==> src/inc/smr_pkg.sv <==
// Package for the serial message recognizer: register map, field
// positions, reset values, timing counts and state encodings.
// Assumes a single 10 MHz system clock shared by all users.
`default_nettype none
package smr_pkg;
	// Clock and timing
	localparam int          CLK_HZ       = 10_000_000;
	localparam int          TICK_MS      = 1;
	localparam int          MS_CYCLES    = CLK_HZ / 1000 * TICK_MS;
	localparam int          BAUD_RATE    = 9600;
	localparam int          BAUD_CYCLES  = CLK_HZ / BAUD_RATE;
	// Storage sizes
	localparam int          BUF_BYTES    = 128;
	localparam int          TEXT_BYTES   = 12;
	localparam int          DELIM_BYTES  = 8;
	// Reset values and limits
	localparam logic [15:0] GAP_MIN_MS   = 16'h000A;
	localparam logic [15:0] GAP_RESET    = 16'h0000;
	localparam logic [7:0]  HOLD_RESET   = 8'h32;
	localparam logic [3:0]  DLEN_RESET   = 4'h0;
	localparam logic [63:0] DELIM_RESET  = 64'h0;
	// Register offsets (byte addresses)
	localparam logic [7:0]  ADDR_CTRL    = 8'h00;
	localparam logic [7:0]  ADDR_DLM_LO  = 8'h04;
	localparam logic [7:0]  ADDR_DLM_HI  = 8'h08;
	localparam logic [7:0]  ADDR_DLM_LEN = 8'h0C;
	localparam logic [7:0]  ADDR_GAP     = 8'h10;
	localparam logic [7:0]  ADDR_HOLD    = 8'h14;
	localparam logic [7:0]  ADDR_STATUS  = 8'h18;
	localparam logic [7:0]  ADDR_TX      = 8'h1C;
	localparam logic [7:0]  ADDR_DIGEST  = 8'h20;
	localparam logic [7:0]  ADDR_LTEXT   = 8'h40;
	localparam logic [7:0]  ADDR_LHEX    = 8'h60;
	localparam logic [7:0]  ADDR_TTEXT   = 8'h80;
	localparam logic [7:0]  ADDR_THEX    = 8'hA0;
	// Field positions
	localparam int          CTRL_MATCH   = 0;
	localparam int          CTRL_INJ     = 1;
	localparam int          CTRL_OP_LSB  = 2;
	localparam int          CTRL_CLEAR   = 4;
	localparam int          TX_MODE_LSB  = 8;
	// Encodings
	localparam logic [1:0]  OP_INJECT    = 2'h2;
	localparam logic [1:0]  TXM_ESC      = 2'h0;
	localparam logic [1:0]  TXM_RAW      = 2'h1;
	localparam logic [1:0]  TXM_HEX      = 2'h2;
	localparam logic [7:0]  ASCII_BSL    = 8'h5C;
	localparam logic [7:0]  ASCII_X      = 8'h78;

	typedef enum logic [3:0] {
		SMR_RX_IDLE  = 4'h1,
		SMR_RX_START = 4'h2,
		SMR_RX_DATA  = 4'h4,
		SMR_RX_STOP  = 4'h8
	} smr_rx_state_type;

	typedef enum logic [1:0] {
		SMR_TX_IDLE = 2'h1,
		SMR_TX_SEND = 2'h2
	} smr_tx_state_type;

	typedef enum logic [3:0] {
		SMR_ESC_PLAIN = 4'h1,
		SMR_ESC_SLASH = 4'h2,
		SMR_ESC_HI    = 4'h4,
		SMR_ESC_LO    = 4'h8
	} smr_esc_state_type;
endpackage
`default_nettype wire

==> src/verilog/smr_serial.sv <==
// Byte-level serial engine: 8N1 receiver and transmitter.
// Assumes the receive pin is asynchronous and a fixed bit period.
`default_nettype none
module smr_serial
	import smr_pkg::*;
#(
	parameter int BAUD_DIV = smr_pkg::BAUD_CYCLES
)
(
	// Clock and reset
	input  wire logic       clk,
	input  wire logic       arst_n,
	// Line
	input  wire logic       rxd_pin,
	output logic            txd,
	// Received bytes
	output logic            rx_valid,
	output logic [7:0]      rx_byte,
	// Bytes to send
	input  wire logic       tx_valid,
	input  wire logic [7:0] tx_byte,
	output logic            tx_ready
);
	localparam logic [15:0] BIT_LAST = 16'(BAUD_DIV - 1);
	localparam logic [15:0] BIT_HALF = 16'(BAUD_DIV / 2);

	typedef struct packed {
		logic [1:0]       sync;
		smr_rx_state_type rx_st;
		logic [15:0]      rx_cnt;
		logic [2:0]       rx_bit;
		logic [7:0]       rx_sh;
		logic             rx_valid;
		logic [7:0]       rx_byte;
		smr_tx_state_type tx_st;
		logic [15:0]      tx_cnt;
		logic [3:0]       tx_bit;
		logic [9:0]       tx_sh;
		logic             txd;
	} smr_serial_state_type;

	smr_serial_state_type r_reg;
	smr_serial_state_type r_next;
	logic                 line;

	// Only the second synchroniser stage is looked at
	assign line     = r_reg.sync[1];
	assign tx_ready = (r_reg.tx_st == SMR_TX_IDLE);
	assign txd      = r_reg.txd;
	assign rx_valid = r_reg.rx_valid;
	assign rx_byte  = r_reg.rx_byte;

	// Receive and transmit sequencing
	always_comb
	begin
		r_next          = r_reg;
		r_next.sync     = {r_reg.sync[0], rxd_pin};
		r_next.rx_valid = 1'b0;
		r_next.rx_cnt   = r_reg.rx_cnt + 16'h0001;
		case (r_reg.rx_st)
			SMR_RX_IDLE:
			begin
				r_next.rx_cnt = 16'h0000;
				if (!line)
					r_next.rx_st = SMR_RX_START;
			end
			SMR_RX_START:
				if (r_reg.rx_cnt == BIT_HALF)
				begin
					// Recentre on mid-bit; a glitch returns to idle
					r_next.rx_cnt = 16'h0000;
					r_next.rx_bit = 3'h0;
					r_next.rx_st  = line ? SMR_RX_IDLE : SMR_RX_DATA;
				end
			SMR_RX_DATA:
				if (r_reg.rx_cnt == BIT_LAST)
				begin
					r_next.rx_cnt = 16'h0000;
					r_next.rx_sh  = {line, r_reg.rx_sh[7:1]};
					r_next.rx_bit = r_reg.rx_bit + 3'h1;
					if (r_reg.rx_bit == 3'h7)
						r_next.rx_st = SMR_RX_STOP;
				end
			SMR_RX_STOP:
				if (r_reg.rx_cnt == BIT_LAST)
				begin
					// Framing errors drop the byte silently
					r_next.rx_valid = line;
					r_next.rx_byte  = r_reg.rx_sh;
					r_next.rx_st    = SMR_RX_IDLE;
				end
			default:
				r_next.rx_st = SMR_RX_IDLE;
		endcase
		case (r_reg.tx_st)
			SMR_TX_IDLE:
				if (tx_valid)
				begin
					r_next.tx_sh  = {1'b1, tx_byte, 1'b0};
					r_next.tx_cnt = 16'h0000;
					r_next.tx_bit = 4'h0;
					r_next.tx_st  = SMR_TX_SEND;
				end
			SMR_TX_SEND:
			begin
				r_next.tx_cnt = r_reg.tx_cnt + 16'h0001;
				if (r_reg.tx_cnt == BIT_LAST)
				begin
					r_next.tx_cnt = 16'h0000;
					r_next.tx_sh  = {1'b1, r_reg.tx_sh[9:1]};
					r_next.tx_bit = r_reg.tx_bit + 4'h1;
					if (r_reg.tx_bit == 4'h9)
						r_next.tx_st = SMR_TX_IDLE;
				end
			end
			default:
				r_next.tx_st = SMR_TX_IDLE;
		endcase
		r_next.txd = (r_next.tx_st == SMR_TX_SEND) ? r_next.tx_sh[0] : 1'b1;
	end

	// State register
	always_ff @(posedge clk or negedge arst_n)
	begin
		if (!arst_n)
		begin
			r_reg       <= '0;
			r_reg.sync  <= 2'h3;
			r_reg.rx_st <= SMR_RX_IDLE;
			r_reg.tx_st <= SMR_TX_IDLE;
			r_reg.txd   <= 1'b1;
		end
		else
			r_reg <= r_next;
	end
endmodule // smr_serial
`default_nettype wire

==> src/verilog/smr_recognizer.sv <==
// Serial message recognizer top: register port, message buffer,
// delimiter and idle-gap recognition, result copies, send paths.
// Assumes a 10 MHz clock and a register master on the same clock.
`default_nettype none
module smr_recognizer
	import smr_pkg::*;
#(
	parameter int MS_DIV   = smr_pkg::MS_CYCLES,
	parameter int BAUD_DIV = smr_pkg::BAUD_CYCLES
)
(
	// Clock and reset
	input  wire logic        CLK,
	input  wire logic        ARST_N,
	// Register port
	input  wire logic [7:0]  REG_ADDR,
	input  wire logic [31:0] REG_WDATA,
	input  wire logic        REG_WR,
	input  wire logic        REG_RD,
	output logic [31:0]      REG_RDATA,
	// Serial line
	input  wire logic        SER_RXD,
	output logic             SER_TXD,
	// Events
	output logic             MSG_RECOGNIZED,
	output logic             MSG_TEXT_CHANGED
);
	localparam logic [15:0] MS_LAST = 16'(MS_DIV - 1);

	typedef struct packed {
		logic                           match_en;
		logic                           inj_en;
		logic [1:0]                     op_sel;
		logic [63:0]                    delim;
		logic [3:0]                     delim_len;
		logic [15:0]                    gap;
		logic [7:0]                     hold;
		logic [BUF_BYTES-1:0][7:0]      buffer;
		logic [7:0]                     count;
		logic [63:0]                    hist;
		logic [15:0]                    idle_ms;
		logic [7:0]                     dig_run;
		logic [TEXT_BYTES-1:0][7:0]     l_text;
		logic [7:0]                     l_len;
		logic [7:0]                     l_dig;
		logic                           l_valid;
		logic [TEXT_BYTES-1:0][7:0]     t_text;
		logic [7:0]                     t_dig;
		logic                           t_valid;
		logic [7:0]                     t_ms;
		logic [15:0]                    ms_div;
		smr_esc_state_type              esc;
		logic [3:0]                     nib;
		logic                           tx_valid;
		logic [7:0]                     tx_byte;
		logic [31:0]                    rdata;
		logic                           recog;
		logic                           changed;
	} smr_top_state_type;

	smr_top_state_type r_reg;
	smr_top_state_type r_next;
	logic              rx_valid;
	logic [7:0]        rx_byte;
	logic              tx_ready;
	logic              inj_state;

	// Nibble to upper-case hex character
	function automatic logic [7:0] to_asc(input logic [3:0] v);
		to_asc = (v < 4'hA) ? (8'h30 + {4'h0, v}) : (8'h37 + {4'h0, v});
	endfunction

	// Hex character to {valid, nibble}; either letter case accepted
	function automatic logic [4:0] from_asc(input logic [7:0] c);
		from_asc = 5'h00;
		if (c >= 8'h30 && c <= 8'h39)
			from_asc = {1'b1, 4'(c - 8'h30)};
		else if (c >= 8'h41 && c <= 8'h46)
			from_asc = {1'b1, 4'(c - 8'h37)};
		else if (c >= 8'h61 && c <= 8'h66)
			from_asc = {1'b1, 4'(c - 8'h57)};
	endfunction

	// Two text bytes rendered as four hex characters, first char low
	function automatic logic [31:0] hex_word(
		input logic [TEXT_BYTES-1:0][7:0] t, input logic [2:0] i);
		logic [7:0] a;
		logic [7:0] b;
		a = t[{i, 1'b0}];
		b = t[{i, 1'b1}];
		hex_word = {to_asc(b[3:0]), to_asc(b[7:4]),
			to_asc(a[3:0]), to_asc(a[7:4])};
	endfunction

	smr_serial #(
		.BAUD_DIV (BAUD_DIV)
	) u_serial (
		.clk      (CLK),
		.arst_n   (ARST_N),
		.rxd_pin  (SER_RXD),
		.txd      (SER_TXD),
		.rx_valid (rx_valid),
		.rx_byte  (rx_byte),
		.tx_valid (r_reg.tx_valid),
		.tx_byte  (r_reg.tx_byte),
		.tx_ready (tx_ready)
	);

	// Injection condition is derived, never written directly
	assign inj_state        = r_reg.inj_en && (r_reg.op_sel == OP_INJECT);
	assign REG_RDATA        = r_reg.rdata;
	assign MSG_RECOGNIZED   = r_reg.recog;
	assign MSG_TEXT_CHANGED = r_reg.changed;

	// Whole next-state computation
	always_comb
	begin
		logic                       tick;
		logic                       take;
		logic                       clr;
		logic                       hit;
		logic                       gap_hit;
		logic [63:0]                mask;
		logic [4:0]                 hv;
		logic [7:0]                 ch;
		logic [TEXT_BYTES-1:0][7:0] txt;
		tick    = 1'b0;
		take    = 1'b0;
		clr     = 1'b0;
		hit     = 1'b0;
		gap_hit = 1'b0;
		mask    = 64'h0;
		hv      = 5'h00;
		ch      = REG_WDATA[7:0];
		txt     = '0;
		r_next         = r_reg;
		r_next.rdata   = 32'h0;
		r_next.recog   = 1'b0;
		r_next.changed = 1'b0;
		tick           = (r_reg.ms_div == MS_LAST);
		r_next.ms_div  = tick ? 16'h0000 : r_reg.ms_div + 16'h0001;
		if (r_reg.tx_valid && tx_ready)
			r_next.tx_valid = 1'b0;

		// Register writes
		if (REG_WR)
		begin
			if (REG_ADDR == ADDR_CTRL)
			begin
				r_next.match_en = REG_WDATA[CTRL_MATCH];
				r_next.inj_en   = REG_WDATA[CTRL_INJ];
				r_next.op_sel   = REG_WDATA[CTRL_OP_LSB +: 2];
				clr             = REG_WDATA[CTRL_CLEAR];
			end
			else if (REG_ADDR == ADDR_DLM_LO)
				r_next.delim[31:0] = REG_WDATA;
			else if (REG_ADDR == ADDR_DLM_HI)
				r_next.delim[63:32] = REG_WDATA;
			else if (REG_ADDR == ADDR_DLM_LEN)
			begin
				if (REG_WDATA[3:0] <= 4'(DELIM_BYTES))
					r_next.delim_len = REG_WDATA[3:0];
			end
			else if (REG_ADDR == ADDR_GAP)
			begin
				// Values 1..9 are refused, old value kept
				if (REG_WDATA[15:0] == 16'h0000 || REG_WDATA[15:0] >= GAP_MIN_MS)
					r_next.gap = REG_WDATA[15:0];
			end
			else if (REG_ADDR == ADDR_HOLD)
				r_next.hold = REG_WDATA[7:0];
			else if (REG_ADDR == ADDR_TX && !r_reg.tx_valid)
			begin
				// One character per write; busy writes are dropped
				case (REG_WDATA[TX_MODE_LSB +: 2])
					TXM_RAW:
					begin
						r_next.tx_byte  = ch;
						r_next.tx_valid = 1'b1;
					end
					TXM_HEX:
					begin
						hv = from_asc(ch);
						if (hv[4] && r_reg.esc == SMR_ESC_LO)
						begin
							r_next.tx_byte  = {r_reg.nib, hv[3:0]};
							r_next.tx_valid = 1'b1;
							r_next.esc      = SMR_ESC_PLAIN;
						end
						else if (hv[4])
						begin
							r_next.nib = hv[3:0];
							r_next.esc = SMR_ESC_LO;
						end
					end
					default:
					begin
						hv = from_asc(ch);
						case (r_reg.esc)
							SMR_ESC_SLASH:
								if (ch == ASCII_X)
									r_next.esc = SMR_ESC_HI;
								else
								begin
									r_next.tx_byte  = ch;
									r_next.tx_valid = 1'b1;
									r_next.esc      = SMR_ESC_PLAIN;
								end
							SMR_ESC_HI:
							begin
								r_next.nib = hv[3:0];
								r_next.esc = hv[4] ? SMR_ESC_LO : SMR_ESC_PLAIN;
							end
							SMR_ESC_LO:
							begin
								r_next.tx_byte  = {r_reg.nib, hv[3:0]};
								r_next.tx_valid = hv[4];
								r_next.esc      = SMR_ESC_PLAIN;
							end
							default:
								if (ch == ASCII_BSL)
									r_next.esc = SMR_ESC_SLASH;
								else
								begin
									r_next.tx_byte  = ch;
									r_next.tx_valid = 1'b1;
								end
						endcase
					end
				endcase
			end
		end

		// Register reads, answered in the following cycle
		if (REG_RD)
		begin
			if (REG_ADDR == ADDR_CTRL)
				r_next.rdata = {27'h0, 1'b0, r_reg.op_sel, r_reg.inj_en,
					r_reg.match_en};
			else if (REG_ADDR == ADDR_DLM_LO)
				r_next.rdata = r_reg.delim[31:0];
			else if (REG_ADDR == ADDR_DLM_HI)
				r_next.rdata = r_reg.delim[63:32];
			else if (REG_ADDR == ADDR_DLM_LEN)
				r_next.rdata = {28'h0, r_reg.delim_len};
			else if (REG_ADDR == ADDR_GAP)
				r_next.rdata = {16'h0, r_reg.gap};
			else if (REG_ADDR == ADDR_HOLD)
				r_next.rdata = {24'h0, r_reg.hold};
			else if (REG_ADDR == ADDR_STATUS)
				r_next.rdata = {8'h0, r_reg.l_len, r_reg.count, 4'h0,
					!r_reg.tx_valid, inj_state, r_reg.t_valid, r_reg.l_valid};
			else if (REG_ADDR == ADDR_DIGEST)
				r_next.rdata = {16'h0, r_reg.t_dig, r_reg.l_dig};
			else if (REG_ADDR[7:4] == ADDR_LTEXT[7:4] && REG_ADDR[3:2] != 2'h3
				&& REG_ADDR[1:0] == 2'h0)
				r_next.rdata = r_reg.l_text[{REG_ADDR[3:2], 2'h0} +: 4];
			else if (REG_ADDR[7:5] == ADDR_LHEX[7:5] && REG_ADDR[4:2] < 3'h6
				&& REG_ADDR[1:0] == 2'h0)
				r_next.rdata = hex_word(r_reg.l_text, REG_ADDR[4:2]);
			else if (REG_ADDR[7:4] == ADDR_TTEXT[7:4] && REG_ADDR[3:2] != 2'h3
				&& REG_ADDR[1:0] == 2'h0)
				r_next.rdata = r_reg.t_text[{REG_ADDR[3:2], 2'h0} +: 4];
			else if (REG_ADDR[7:5] == ADDR_THEX[7:5] && REG_ADDR[4:2] < 3'h6
				&& REG_ADDR[1:0] == 2'h0)
				r_next.rdata = hex_word(r_reg.t_text, REG_ADDR[4:2]);
		end

		// Incoming bytes; a full buffer drops data but still watches
		take = rx_valid && r_reg.match_en;
		if (take)
		begin
			if (r_reg.count < 8'(BUF_BYTES))
			begin
				r_next.buffer[r_reg.count[6:0]] = rx_byte;
				r_next.count   = r_reg.count + 8'h01;
				r_next.dig_run = r_reg.dig_run ^ rx_byte;
			end
			r_next.hist    = {r_reg.hist[55:0], rx_byte};
			r_next.idle_ms = 16'h0000;
			for (int i = 0; i < DELIM_BYTES; i++)
				if (i < int'(r_reg.delim_len))
					mask[8*i +: 8] = 8'hFF;
			hit = (r_reg.delim_len != 4'h0)
				&& (((r_next.hist ^ r_reg.delim) & mask) == 64'h0);
		end
		else if (tick && r_reg.idle_ms != 16'hFFFF)
			r_next.idle_ms = r_reg.idle_ms + 16'h0001;
		// Counter keeps running, so a gap set later still fires
		gap_hit = !take && r_reg.gap != 16'h0000 && r_reg.count != 8'h00
			&& r_reg.idle_ms >= r_reg.gap;

		// Transient copies expire after the hold time
		if (r_reg.t_valid && tick)
		begin
			if (r_reg.t_ms >= r_reg.hold)
			begin
				r_next.t_valid = 1'b0;
				r_next.t_text  = '0;
				r_next.t_dig   = 8'h00;
			end
			else
				r_next.t_ms = r_reg.t_ms + 8'h01;
		end

		// Clear goes first so a recognition in the same cycle survives
		if (clr)
		begin
			r_next.l_text  = '0;
			r_next.l_len   = 8'h00;
			r_next.l_dig   = 8'h00;
			r_next.l_valid = 1'b0;
			r_next.t_text  = '0;
			r_next.t_dig   = 8'h00;
			r_next.t_valid = 1'b0;
		end

		// Publish the pending message to both copies
		if (hit || gap_hit)
		begin
			for (int i = 0; i < TEXT_BYTES; i++)
				if (i < int'(r_next.count))
					txt[i] = r_next.buffer[i];
			r_next.changed = (txt != r_next.l_text)
				|| (r_next.count != r_next.l_len);
			r_next.l_text  = txt;
			r_next.l_len   = r_next.count;
			r_next.l_dig   = r_next.dig_run;
			r_next.l_valid = 1'b1;
			r_next.t_text  = txt;
			r_next.t_dig   = r_next.dig_run;
			r_next.t_valid = 1'b1;
			r_next.t_ms    = 8'h00;
			r_next.count   = 8'h00;
			r_next.dig_run = 8'h00;
			r_next.hist    = 64'h0;
			r_next.recog   = 1'b1;
		end
	end

	// State register
	always_ff @(posedge CLK or negedge ARST_N)
	begin
		if (!ARST_N)
		begin
			r_reg           <= '0;
			r_reg.delim     <= DELIM_RESET;
			r_reg.delim_len <= DLEN_RESET;
			r_reg.gap       <= GAP_RESET;
			r_reg.hold      <= HOLD_RESET;
			r_reg.esc       <= SMR_ESC_PLAIN;
		end
		else
			r_reg <= r_next;
	end
endmodule // smr_recognizer
`default_nettype wire

==> config.mk <==
export PLATFORM = sky130hd
export DESIGN_NAME = smr_recognizer
export DESIGN_NICKNAME = d
export VERILOG_FILES = /design/src/inc/smr_pkg.sv /design/src/verilog/smr_serial.sv /design/src/verilog/smr_recognizer.sv
export SDC_FILE = /design/constraint.sdc
export NUM_CORES = 2
export LEC_CHECK = 0
export BUFFER_PORTS_ARGS = -buffer_cell sky130_fd_sc_hd__buf_2
export CAP_MARGIN = 5
export CELL_PAD_IN_SITES_DETAIL_PLACEMENT = 1
export CELL_PAD_IN_SITES_GLOBAL_PLACEMENT = 1
export CORE_MARGIN = 8
export CORE_UTILIZATION = 50
export CTS_CLUSTER_DIAMETER = 80
export DETAILED_ROUTE_END_ITERATION = 7
export MAX_ROUTING_LAYER = met4
export PLACE_DENSITY = 0.84
export SLEW_MARGIN = 40
export SYNTH_ARGS = -nofsm -noshare
export SYNTH_HDL_FRONTEND = slang
export SYNTH_SLANG_ARGS = --single-unit
==> constraint.sdc <==
create_clock -name CLK -period 4.8 [get_ports CLK]
set_input_delay 0.96 -clock CLK [delete_from_list [all_inputs] [get_ports CLK]]
set_output_delay 0.96 -clock CLK [all_outputs]
set_load 0.02 [all_outputs]
==> impl_metrics.env <==
export IMPL_yosysTopAreaCell="dfrtp_1"
export IMPL_viasPerCell=6.84
export IMPL_leakage_nw=19.5
export IMPL_cts_root_buf="clkbuf_16"
export IMPL_finalCoreUtilization_pct=57.3
export IMPL_drtPass1Iterations=8
export IMPL_hold_slack_ns=0.199
export IMPL_worstPathRequired_ns=5.34
export IMPL_path_cells="and3b_1, buf_4, nand3_1, buf_4, mux2i_1, nand2b_1, a22o_1, a221oi_1, and3_1, a21oi_1, nor4_1, nand4_1, o41a_1"
export IMPL_stdcell_count=4687
export IMPL_relSlewSlack_pct=39.9
export IMPL_synthArstFlopShare_pct=100
export IMPL_synth_edf_count=0
export IMPL_avgRoutedWirePerCell_um=32.6
export IMPL_cp_data_arrival_time_ns=5.17
export IMPL_skew_ns=0.0291
export IMPL_hold_path_class="input port to async pin"
export IMPL_design_core_area_mm2=0.0695
export IMPL_clock_sinks=648
export IMPL_grt_pass1_vias=33019
export IMPL_htreeDepth=3
export IMPL_yosysWarnings=0
export IMPL_status="completed"
export IMPL_ys_seq_area_share_pct=46.5
export IMPL_yosysMostFrequentCell="dfrtp_1"
export IMPL_cts_tree="yes"
export IMPL_crit_path_start_kind="flop"
export IMPL_syn_num_nets=3671
export IMPL_ir_drop_mv=0.234
export IMPL_max_stage_delay_ns=0.56
export IMPL_fin_crit_sh_pct=96.5
export IMPL_hold_buffers=0
export IMPL_grt_usage_pct=39.5
export IMPL_syn_area_mm2=0.0349
export IMPL_grt_max_degree=120
export IMPL_synth_top_area_share_pct=45.8
export IMPL_largest_register_ff_count=539
export IMPL_ctsResizeCount=0
export IMPL_worst_setup_path_type="flop to flop"
export IMPL_grt_pass1_wl_mm=225
export IMPL_end_kind="flop"
export IMPL_fin_tns_setup_ns=0
export IMPL_dp_hpwl_mm=110
export IMPL_antenna_found_initial=6
export IMPL_drive_above_1_share_pct=17.0
export IMPL_initial_utilization_pct=50.2
export IMPL_die_x_um=280
export IMPL_netlist_instances=3573
export IMPL_drt_total_wl_mm=153
export IMPL_cp_slowest_cell="a221oi_1"
export IMPL_ys_ff_latch=648
export IMPL_maxCapViolations=0
export IMPL_clock_fmax_mhz=216
export IMPL_place_inst=4544
export IMPL_drt_iter0_drc=4123
export IMPL_hold_viol_final=0
export IMPL_die_y_um=280
export IMPL_portBuffers=79
export IMPL_numCtsBuffers=74
export IMPL_synth_distinct_cells=84
export IMPL_drc=0
export IMPL_ys_top_cells_by_area="dfrtp_1, mux2_2, nand2_1, mux2i_1, a21oi_1"
export IMPL_gp_congestion=1.06
export IMPL_report_final_slew_viol_count=0
export IMPL_syn_to_final_growth_pct=14.1
export IMPL_nets=3780
export IMPL_tightest_slew_ns=0.893
export IMPL_vias=32082
export IMPL_rows=97
export IMPL_grt_overflow=0
export IMPL_drtAntennaViolNets=0
export IMPL_postCtsSetupRepairBufs=0
export IMPL_rsz0062_at_grt="false"
export IMPL_setup_violations=0
export IMPL_path_max_fanout=12
export IMPL_io_pins=80
export IMPL_path_clk_slew_ns=0.07
export IMPL_syn_area_per_cell_um2=9.76
export IMPL_synth_flop_cell="dfrtp_1"
export IMPL_p_total_mw=12.6
export IMPL_clockBufferDepth=3
export IMPL_crit_top_cell="buf_4"
export IMPL_finalCriticalPeriod_ns=4.63
export IMPL_die_area_mm2=0.0785
export IMPL_clk_latency_ns=0.66
export IMPL_powerDensity_mw_per_mm2=318
export IMPL_synth_commonest_cells="dfrtp_1, nand2_1, nor2_1, a21oi_1, o21ai_0"
[power breakdown]
part | internal (mW) | switching [mW] | total (mW) | leakage (nW)
Clock | 3.48 | 2.52 | 6.00 | 1.26
Sequential | 5.57 | 0.158 | 5.73 | 8.63
Combinational | 0.313 | 0.600 | 0.913 | 9.56
[cells by family after synthesis]
kind of cell / after synthesis / share of synthesized area [%]
muxes: 311 / 10.5
AOI/OAI and AO/OA: 985 / 18.6
and+or+nand+nor: 1048 / 14.1
DFF: 648 / 46.5
buffers and inverters: 371 / 4.44
adders and majority gates: 53 / 1.90
xor gates and xnor gates: 157 / 3.96
[placed cells by master (no fill, tap or decap), types with 15 or more instances in the layout]
cell / n
xnor2_1: 60
and3_1: 21
nor2b_1: 19
inv_1: 128
or3_1: 22
mux2_2: 155
a31oi_1: 33
nor2_1: 289
a22oi_1: 25
a22o_1: 37
a211oi_1: 29
nand2_1: 381
a221oi_1: 44
nor3_1: 39
o22ai_1: 60
nor4_1: 29
clkbuf_16: 74
o221ai_1: 16
nand2b_1: 25
o2bb2ai_1: 55
mux4_2: 28
a21o_1: 144
ha_1: 53
nand4_1: 41
clkbuf_8: 18
buf_4: 175
dfrtp_1: 637
xor2_1: 96
clkbuf_1: 16
a222oi_1: 15
buf_12: 19
mux2i_1: 127
o21ai_0: 193
a21oi_1: 241
buf_2: 76
nand3_1: 74
[metrics by stage]
stage	worst slack (ns)	cell area (um2)
global placement	0.226	37200
detailed placement	0.167	37200
CTS	0.244	39700
global route	0.142	39800
finish	0.168	39800
floorplan	0.298	34900
[area by class of cell]
class                      count  area [um2]
sequential                   648       16200
inverter                     130         490
antenna                        5        12.5
clock inverter                28         388
tap                          940        1180
fill                        7725       29700
timing repair buffer         274        2140
clock buffer                 108        2160
multi-input combinational   2554       17200
[metal layers]
metal	track usage [%]	wire [um]	vias to the layer above
met1	48.1	57300	16325
met4	24.2	11900	0
met3	8.71	14800	649
met5	-	0	-
li1	-	-	13117
met2	59.8	68600	1991
[worst paths after layout]
kind	startpoint	endpoint	slack, ns	depth (start not counted)
worst min register to register	u_serial.r_next[74]$_DFF_PN1_	u_serial.line$_DFF_PN1_	0.35	0
worst min-delay path	ARST_N	r_reg[474]$_DFF_PN0_	0.20	1
max in group asynchronous	ARST_N	r_reg[291]$_DFF_PN0_	3.34	3
worst max-delay path	r_reg[1508]$_DFFE_PN0P_	MSG_TEXT_CHANGED$_DFF_PN0_	0.17	13
min in group CLK	u_serial.r_next[74]$_DFF_PN1_	u_serial.line$_DFF_PN1_	0.35	0
worst max register to register	r_reg[1508]$_DFFE_PN0P_	MSG_TEXT_CHANGED$_DFF_PN0_	0.17	13
[critical path, delay by kind of cell (launching register included)]
| kind | cells | cell delay [ns] |
|---|---|---|
| compound gates | 4 | 1.38 |
| buf+inv | 2 | 0.63 |
| simple gates | 6 | 1.82 |
| flops | 1 | 0.52 |
| mux | 1 | 0.15 |
Power figures use the tool's default switching activity.
